### src/hdl/fmec_pkg.sv
package fmec_pkg;

  // ---------------------------------------------------------------
  // counter and feedback word layout
  // ---------------------------------------------------------------
  localparam int unsigned CNT_W          = 25;
  localparam int unsigned FB_W           = 32;
  localparam logic [3:0]  FB_WORD_OFFSET = 4'h0;
  localparam int unsigned GATE_BIT       = 25;
  localparam int unsigned DIR_BIT        = 26;
  localparam int unsigned AUX_BIT        = 27;
  localparam int unsigned GRP_BIT        = 28;
  localparam int unsigned PARA_BIT       = 29;
  localparam int unsigned TIC_BIT        = 30;
  localparam int unsigned LIFE_BIT       = 31;

  // ---------------------------------------------------------------
  // reset values
  // ---------------------------------------------------------------
  localparam logic [24:0] CNT_RST = 25'h000_0000;
  localparam logic [31:0] FB_RST  = 32'h0000_0000;

  // ---------------------------------------------------------------
  // auxiliary input function select
  // ---------------------------------------------------------------
  typedef enum logic [2:0] {
    FMEC_AUX_OFF   = 3'h0,
    FMEC_AUX_INPUT = 3'h1,
    FMEC_AUX_GATE  = 3'h2,
    FMEC_AUX_SYNC  = 3'h3,
    FMEC_AUX_ZENA  = 3'h4
  } fmec_di_fn_t;

  // load value range is -16777216..+16777215: 25-bit two's complement
  function automatic logic fmec_fn_legal(input logic [2:0] fn);
    fmec_fn_legal = (fn <= 3'h4);
  endfunction : fmec_fn_legal

endpackage : fmec_pkg

### src/hdl/fmec_edge.sv
`timescale 1ns/1ps
// registered edge detector for one synchronous input
module fmec_edge (
  input  wire logic i_clk,
  input  wire logic i_rst_n,
  input  wire logic i_sig,
  output logic      o_level,
  output logic      o_rise,
  output logic      o_fall
);

  logic prev_q;

  always_ff @(posedge i_clk or negedge i_rst_n) begin
    if (!i_rst_n) begin
      prev_q <= 1'b0;
    end else begin
      prev_q <= i_sig;
    end
  end

  assign o_level = i_sig;
  assign o_rise  = i_sig & ~prev_q;
  assign o_fall  = ~i_sig & prev_q;

endmodule : fmec_edge

### src/hdl/fmec_top.sv
`timescale 1ns/1ps
module fmec_top (
  input  wire logic        i_clk,
  input  wire logic        i_rst_n,
  input  wire logic        i_cnt_up,
  input  wire logic        i_cnt_down,
  input  wire logic        i_zero_mark,
  input  wire logic        i_aux_input_pin,
  input  wire logic        i_param_load,
  input  wire logic [2:0]  i_aux_input_function_select,
  input  wire logic        i_gate_invert,
  input  wire logic [24:0] i_load_value,
  input  wire logic        i_iso_configured,
  input  wire logic        i_iso_locked,
  input  wire logic        i_supply_short,
  input  wire logic        i_signal_fault,
  input  wire logic        i_latch_instant,
  output logic [31:0]      o_fast_feedback_word,
  output logic             o_feedback_valid
);

  // ---------------------------------------------------------------
  // parameter set
  // ---------------------------------------------------------------
  logic [2:0]  fn_q;
  logic        inv_q;
  logic [24:0] load_q;
  logic        para_bad_d;
  logic        param_fault_flag_q;

  assign para_bad_d = !fmec_pkg::fmec_fn_legal(i_aux_input_function_select)
                    || (i_gate_invert
                        && i_aux_input_function_select != fmec_pkg::FMEC_AUX_GATE);

  always_ff @(posedge i_clk or negedge i_rst_n) begin
    if (!i_rst_n) begin
      fn_q               <= fmec_pkg::FMEC_AUX_OFF;
      inv_q              <= 1'b0;
      load_q             <= fmec_pkg::CNT_RST;
      param_fault_flag_q <= 1'b0;
    end else if (i_param_load) begin
      // a rejected set keeps the block in its previous configuration
      param_fault_flag_q <= para_bad_d;
      if (!para_bad_d) begin
        fn_q   <= i_aux_input_function_select;
        inv_q  <= i_gate_invert;
        load_q <= i_load_value;
      end
    end
  end

  // ---------------------------------------------------------------
  // aux input
  // ---------------------------------------------------------------
  logic aux_rise;
  logic aux_fall;
  logic gate_sig;

  // inversion applies only in gate mode, so it is folded in before edges
  assign gate_sig = i_aux_input_pin ^ (inv_q && fn_q == fmec_pkg::FMEC_AUX_GATE);

  fmec_edge u_edge (
    .i_clk   (i_clk),
    .i_rst_n (i_rst_n),
    .i_sig   (gate_sig),
    .o_level (),
    .o_rise  (aux_rise),
    .o_fall  (aux_fall)
  );

  logic input_level_flag;
  assign input_level_flag = i_aux_input_pin;

  // ---------------------------------------------------------------
  // counting gate
  // ---------------------------------------------------------------
  logic hardware_count_gate_q;
  logic gate_open_flag;

  always_ff @(posedge i_clk or negedge i_rst_n) begin
    if (!i_rst_n) begin
      hardware_count_gate_q <= 1'b0;
    end else if (i_param_load) begin
      hardware_count_gate_q <= 1'b0;
    end else if (aux_rise) begin
      hardware_count_gate_q <= 1'b1;
    end else if (aux_fall) begin
      hardware_count_gate_q <= 1'b0;
    end
  end

  // a faulty parameter set stops counting until corrected
  assign gate_open_flag = !param_fault_flag_q
                        && ((fn_q != fmec_pkg::FMEC_AUX_GATE) || hardware_count_gate_q);

  // ---------------------------------------------------------------
  // counter
  // ---------------------------------------------------------------
  logic [24:0] cnt_q;
  logic        count_direction_flag_q;
  logic        step_up;
  logic        step_dn;
  logic        sync_hit;

  // simultaneous up and down pulses cancel, keeping the net position right
  assign step_up = gate_open_flag && i_cnt_up && !i_cnt_down;
  assign step_dn = gate_open_flag && i_cnt_down && !i_cnt_up;

  assign sync_hit = gate_open_flag
                  && ((fn_q == fmec_pkg::FMEC_AUX_SYNC && aux_rise)
                      || (fn_q == fmec_pkg::FMEC_AUX_ZENA && i_aux_input_pin
                          && i_zero_mark));

  always_ff @(posedge i_clk or negedge i_rst_n) begin
    if (!i_rst_n) begin
      cnt_q <= fmec_pkg::CNT_RST;
    end else if (i_param_load) begin
      if (!para_bad_d) begin
        cnt_q <= i_load_value;
      end
    end else if (sync_hit) begin
      cnt_q <= load_q;
    end else if (step_up) begin
      cnt_q <= cnt_q + 25'h000_0001;
    end else if (step_dn) begin
      cnt_q <= cnt_q - 25'h000_0001;
    end
  end

  always_ff @(posedge i_clk or negedge i_rst_n) begin
    if (!i_rst_n) begin
      count_direction_flag_q <= 1'b0;
    end else if (step_dn) begin
      count_direction_flag_q <= 1'b1;
    end else if (step_up) begin
      count_direction_flag_q <= 1'b0;
    end
  end

  // ---------------------------------------------------------------
  // status flags
  // ---------------------------------------------------------------
  logic group_fault_flag;
  logic isochronous_applied_flag;

  assign group_fault_flag         = i_supply_short | i_signal_fault;
  assign isochronous_applied_flag = i_iso_configured & i_iso_locked;

  // ---------------------------------------------------------------
  // feedback word, read-only; no control path exists
  // ---------------------------------------------------------------
  logic [31:0] fb_q;
  logic        alive_toggle_bit_q;
  logic        valid_q;

  always_ff @(posedge i_clk or negedge i_rst_n) begin
    if (!i_rst_n) begin
      fb_q               <= fmec_pkg::FB_RST;
      alive_toggle_bit_q <= 1'b0;
      valid_q            <= 1'b0;
    end else begin
      valid_q <= i_latch_instant;
      if (i_latch_instant) begin
        alive_toggle_bit_q <= ~alive_toggle_bit_q;
        // whole word in one edge so the master never sees mixed bytes
        fb_q <= {~alive_toggle_bit_q, isochronous_applied_flag, param_fault_flag_q,
                 group_fault_flag, input_level_flag, count_direction_flag_q,
                 gate_open_flag, cnt_q};
      end
    end
  end

  assign o_fast_feedback_word = fb_q;
  assign o_feedback_valid     = valid_q;
endmodule : fmec_top

### config.mk
export PLATFORM = sky130hd
export DESIGN_NAME = fmec_top
export DESIGN_NICKNAME = d
export VERILOG_FILES = /design/src/hdl/fmec_pkg.sv /design/src/hdl/fmec_edge.sv /design/src/hdl/fmec_top.sv
export SDC_FILE = /design/constraint.sdc
export NUM_CORES = 1
export LEC_CHECK = 0
export ABC_AREA = 1
export BUFFER_PORTS_ARGS = -buffer_cell sky130_fd_sc_hd__buf_2
export CORE_MARGIN = 2
export CORE_UTILIZATION = 25
export DETAILED_ROUTE_END_ITERATION = 12
export GPL_ROUTABILITY_DRIVEN = 0
export PLACE_DENSITY = 0.5
export SKIP_CTS_REPAIR_TIMING = 1
export SYNTH_ARGS = -nofsm -noshare
export SYNTH_HDL_FRONTEND = slang
export SYNTH_SLANG_ARGS = --single-unit
### constraint.sdc
create_clock -name i_clk -period 2.6 [get_ports i_clk]
set_input_delay 0.26 -clock i_clk [delete_from_list [all_inputs] [get_ports i_clk]]
set_output_delay 0.26 -clock i_clk [all_outputs]
set_load 0.01 [all_outputs]
### Word-level counts from Yosys, hierarchy flattened

Cells that the tools add are included.
Widths: inputs -> output; s select.

* output and inout bits: 33
* register bits after elaboration: 92
* logic and storage cells: 62

* order comparisons: 1
* muxes and demuxes: 10
* reduce and logical (&&, ||, !) cells: 23
* equality and inequality tests: 6
* add/sub/neg operators: 2
* bitwise gates (word level): 9

Operators by type and width (number)
* $mux 25: 5
* $add 25x1->25 const B: 1
* $sub 25x1->25 const B: 1
* $logic_and 1x1->1: 11
* $eq 3x2->1 const B: 2
* $ne 3x2->1 const B: 2
* $mux 1: 5
* $logic_not 1->1: 4
* $not 1->1: 4
* $reduce_and 2->1: 2
* $reduce_bool 4->1: 1
* $and 1x1->1: 3
* $eq 3x3->1 const B: 1
* $le 3x3->1 const B: 1
* $logic_or 1x1->1: 3
* $reduce_bool 3->1: 1
* $ne 2x2->1 const B: 1
* $reduce_bool 2->1: 1
* $or 1x1->1: 1
* $xor 1x1->1: 1

### Logic depth before layout (Yosys ltp)

* depth after elaboration: 9
* mapped depth: 19

### Cells and area by module

A second synthesis with hierarchy kept.

* cells, all modules: 875
* area total of the unflattened synthesis: 6020.8 um^2

By module, submodules not included
* fmec_top: area an instance 5973.2 um^2, instances 1, sequential area each 2252.2 um^2, cells each 869
* fmec_edge: area an instance 47.5 um^2, instances 1, sequential area each 25.0 um^2, cells each 6

### Least setup slack after synthesis

No wires, ideal clock.

* kind: flip-flop to flip-flop
* from: reg fn_q[1]
* to: reg cnt_q[15]
* data required time: 2483 ps
* arrival: 2707 ps
* slack: -224 ps
* stages on the path, launching flop included: 17
* buffers on the path: 0
* cells stage by stage: dfrtp_1 -> inv_2 -> nor2_4 -> nand3_1 -> nand3_1 -> ha_1 -> or2_2 -> nand3_1 -> nand2_1 -> nand2_1 -> nand2_1 -> nand2_1 -> nand2_1 -> nand2_1 -> nand3_1 -> nand2_1 -> nand2_1

* longest elaborated chain between the ends: 9
* elaborated cells on any way between the ends: 23
* those cells by class: eq/ne: 4; mux: 3; bitwise: 2; reduce/logical: 14

RTL lines
* start, declared: RTL line fmec_top.sv:25 `logic [2:0] fn_q;`
* start signal, assigned: RTL line fmec_top.sv:37 `fn_q <= fmec_pkg::FMEC_AUX_OFF;`
* start signal, assigned: RTL line fmec_top.sv:45 `fn_q <= i_aux_input_function_select;`
* $eq 3x2->1: RTL line fmec_top.sv:60 `assign gate_sig = i_aux_input_pin ^ (inv_q && fn_q == fmec_pkg::FMEC_AUX_GATE);`
* $logic_and 1x1->1: RTL line fmec_top.sv:60
* $xor 1x1->1: RTL line fmec_top.sv:60
* $and 1x1->1: RTL line fmec_edge.sv:23 `assign o_rise = i_sig & ~prev_q;`
* $logic_and 1x1->1: RTL line fmec_top.sv:110 `&& ((fn_q == fmec_pkg::FMEC_AUX_SYNC && aux_rise)`
* $logic_or 1x1->1: RTL line fmec_top.sv:111 `|| (fn_q == fmec_pkg::FMEC_AUX_ZENA && i_aux_input_pin`
* $logic_and 1x1->1: RTL line fmec_top.sv:110
* $reduce_bool 4->1 (no line) / $mux 25 (equally long branches)
* $reduce_and 2->1 (no line) / $mux 25 (equally long branches)
* end signal, assigned: RTL line fmec_top.sv:116 `cnt_q <= fmec_pkg::CNT_RST;`
* end signal, assigned: RTL line fmec_top.sv:119 `cnt_q <= i_load_value;`
* end signal, assigned: RTL line fmec_top.sv:122 `cnt_q <= load_q;`
* end, declared: RTL line fmec_top.sv:99 `logic [24:0] cnt_q;`

Several ways; a longest one is shown, not always the timed one.
A chain may end at the register's enable or synchronous reset.

### Worst setup path after layout

* from: reg fn_q[1]
* to: reg cnt_q[16]

The elaborated chain is that of the path after synthesis.

==> flow_metrics.tcl <==
set metrics [dict create \
    yosysWarningCount 0 \
    io_pins 74 \
    synthCells 890 \
    drv_slew 0 \
    power.internal_uw 4340 \
    cts_sinks 91 \
    synthFlopType "dfrtp_1" \
    final_core_util_pct 32.2 \
    status "finished clean" \
    clock_tree.root_cell "clkbuf_16" \
    irDropWorstVdd_v 0.000362 \
    combPwrFrac_pct 53.3 \
    finalNetCount 1039 \
    antenna_found_initial 0 \
    worstSkewPairLatency_ps 360 \
    synth_edf_count 0 \
    synth_area_sq_um 5990 \
    grt_util_all_layers_pct 14.3 \
    ant_nets 0 \
    worst_setup_path_start_kind "flip-flop" \
    drt-vias-per-instance 4.37 \
    area_growth_syn_to_layout_pct 26.2 \
    antenna_cells 0 \
    num-fill-cells 2585 \
    initial_core_util_pct 25.5 \
    core_sq_um 23500 \
    power.leakage_uw 0.00407 \
    relSlewSlack_pct 42.6 \
    firstDrtPassIters 5 \
    place_inst 1276 \
    cts_tree "built" \
    hpwl_um 13200 \
    fp-row-count 56 \
    regArea_sq_um 2280 \
    dieHeight_um 159 \
    synth_top_cell_by_area "dfrtp_1" \
    cp.required_ps 2850 \
    wl_um 18200 \
    path_max_fanout 14 \
    die_area_sq_um 25200 \
    skew_ps 10.2 \
    synth_nets 956 \
    end_kind "flip-flop" \
    worst-slew-pin-transition_ps 861 \
    multi_input_area_sq_um 3520 \
    port-buffer-count 73 \
    tns_ps 0 \
    p_switching_uw 3450 \
    power.clock.fraction_pct 17.7 \
    hp-start "i_gate_invert" \
    ys_seq_area_share_pct 38.0 \
    p_per_area_nw_per_um2 1030 \
    timing.rr.start "fn_q[1]" \
    p_sw_share_pct 44.3 \
    grt_max_degree 57 \
    finalCritPeriodShare_pct 93.1 \
    syn_area_per_cell_sq_um 6.73 \
    critPathLaunch "fn_q[1]" \
    ys_ff_latch 91 \
    mostFrequentLayoutCells "366 x nand2_1, 111 x inv_1, 91 x dfrtp_1, 79 x nor2_1, 75 x nand3_1" \
    period_needed_ps 2420 \
    worstSetupPathType "reg -> reg" \
    dieWidth_um 159 \
    hp-class "in -> reg" \
    drive_gt1_share_pct 20.3 \
    synth-async-reset-ratio_pct 100 \
    synth_top_area_share_pct 38.0 \
    setup_violations 0 \
    finalHoldViolCount 0 \
    seqPwrFrac_pct 29.0 \
    cts_made_buffers 9 \
    finalNonFillerCells 1297 \
    drtIter0Drc 345 \
    vias 5662 \
    grt_overflow_total 0 \
    clock_path_buffers 2 \
    cts_max_level 3 \
    yosys-top-cells-area "dfrtp_1 38%, nand2_1 24%, inv_1 7.0%" \
    route.detailed.wl_per_inst_um 14.1 \
    fmax_mhz 413 \
    synthDistinctLibCells 28 \
    grt_first_pass_wirelength_um 28600 \
    remaining_drc_errors 0 \
    maxCapViolations 0 \
    grt_pass1_vias 5266 \
    final_common_cell "nand2_1" \
    critPathArrivalTime_ps 2670 \
    clk_pin_slew_ps 70 \
]
-- routing by layer --
metal / global-route usage (%) / vias up / share of wire [%]
li1: - / 2910 / -
met1: 20.8 / 2650 / 50
met2: 22.0 / 90 / 46
met3: 2.06 / 12 / 3.3
met4: 3.75 / 0 / 0.94
met5: 0 / - / 0
-- final timing paths --
path / slack, ps / end / cells after the start
hold reg to reg: 470 / o_fast_feedback_word[31] / 1
setup reg to reg: 180 / cnt_q[16] / 18
hold / removal: 110 / inv_q / 3
setup / recovery: 180 / cnt_q[16] / 18
min in group asynchronous: 400 / o_fast_feedback_word[22] / 2
max in group asynchronous: 1490 / load_q[6] / 3
-- power by group through the flow --
stage	Combinational (uW)	Sequential, uW	Clock [uW]
6_report	4150	2260	1380
4_1_cts	3710	2200	1410
2_1_floorplan	2550	2180	0
3_5_place_dp	3690	2220	0
3_3_place_gp	3680	2220	0
5_1_grt	4720	2320	1470
-- metrics by stage --
step | cell area [sq um] | hold WS, ps | power [uW] | setup WS, ps
5_1_grt | 7560 | 128 | 8510 | -19.7
3_3_place_gp | 6830 | 265 | 5900 | 63.4
4_1_cts | 7130 | -122 | 7320 | 10.2
6_report | 7560 | 113 | 7790 | 180
2_1_floorplan | 6000 | -35.6 | 4730 | 113
3_5_place_dp | 6830 | 267 | 5920 | 20.3
-- Yosys cell counts (2+ instances only) --
master and count:
mux2_2 25, clkbuf_1 13, ha_1 24, buf_2 9
nand2_2 3, nor2_1 90, xor2_1 10, dfrtp_1 91
nor3_1 2, nand3_1 78, inv_1 112, o21ai_0 7
clkinv_1 2, nand4_1 11, inv_2 2, nand2_1 379
buf_6 3, nand3b_1 3, a21oi_1 17
-- cell families after synthesis --
family,count (synthesis),synth area share [%]
buffers and inverters,142,9.52
muxes,26,4.87
xor gates and xnor gates,10,1.46
adders and majority gates,25,5.35
DFF,91,38.0
AOI/OAI and AO/OA,25,2.21
and+or+nand+nor,571,38.6
-- sequential cells by signal, indices dropped and copies added, names as in the netlist, 3 cells and up --
register	flops
cnt_q	25
fn_q	3
load_q	25
o_fast_feedback_word	32
-- area by class of cell --
class | count | area share (%)
multi-input cells | 657 | 46.5
flip-flops and latches | 91 | 30.1
clock inverters | 5 | 0.827
inverters | 116 | 5.76
repair buffers | 98 | 8.32
well taps | 319 | 5.28
clock buffers | 11 | 3.21
-- critical path: stages, from the launching register on --
cell	delay, ps
dfrtp_1	390
inv_2	90
nor2_4	40
nand3_2	80
nand3_4	130
buf_12	200
fa_2	380
nand3_1	100
nand3_1	110
nand2_1	90
nand2_2	90
nand2_1	90
nand2_1	50
nand2_1	50
nand2_1	70
nand2_1	90
nand3_1	80
nand2_1	100
nand2_1	40
Note: power is estimated with default switching activity, not from simulation.
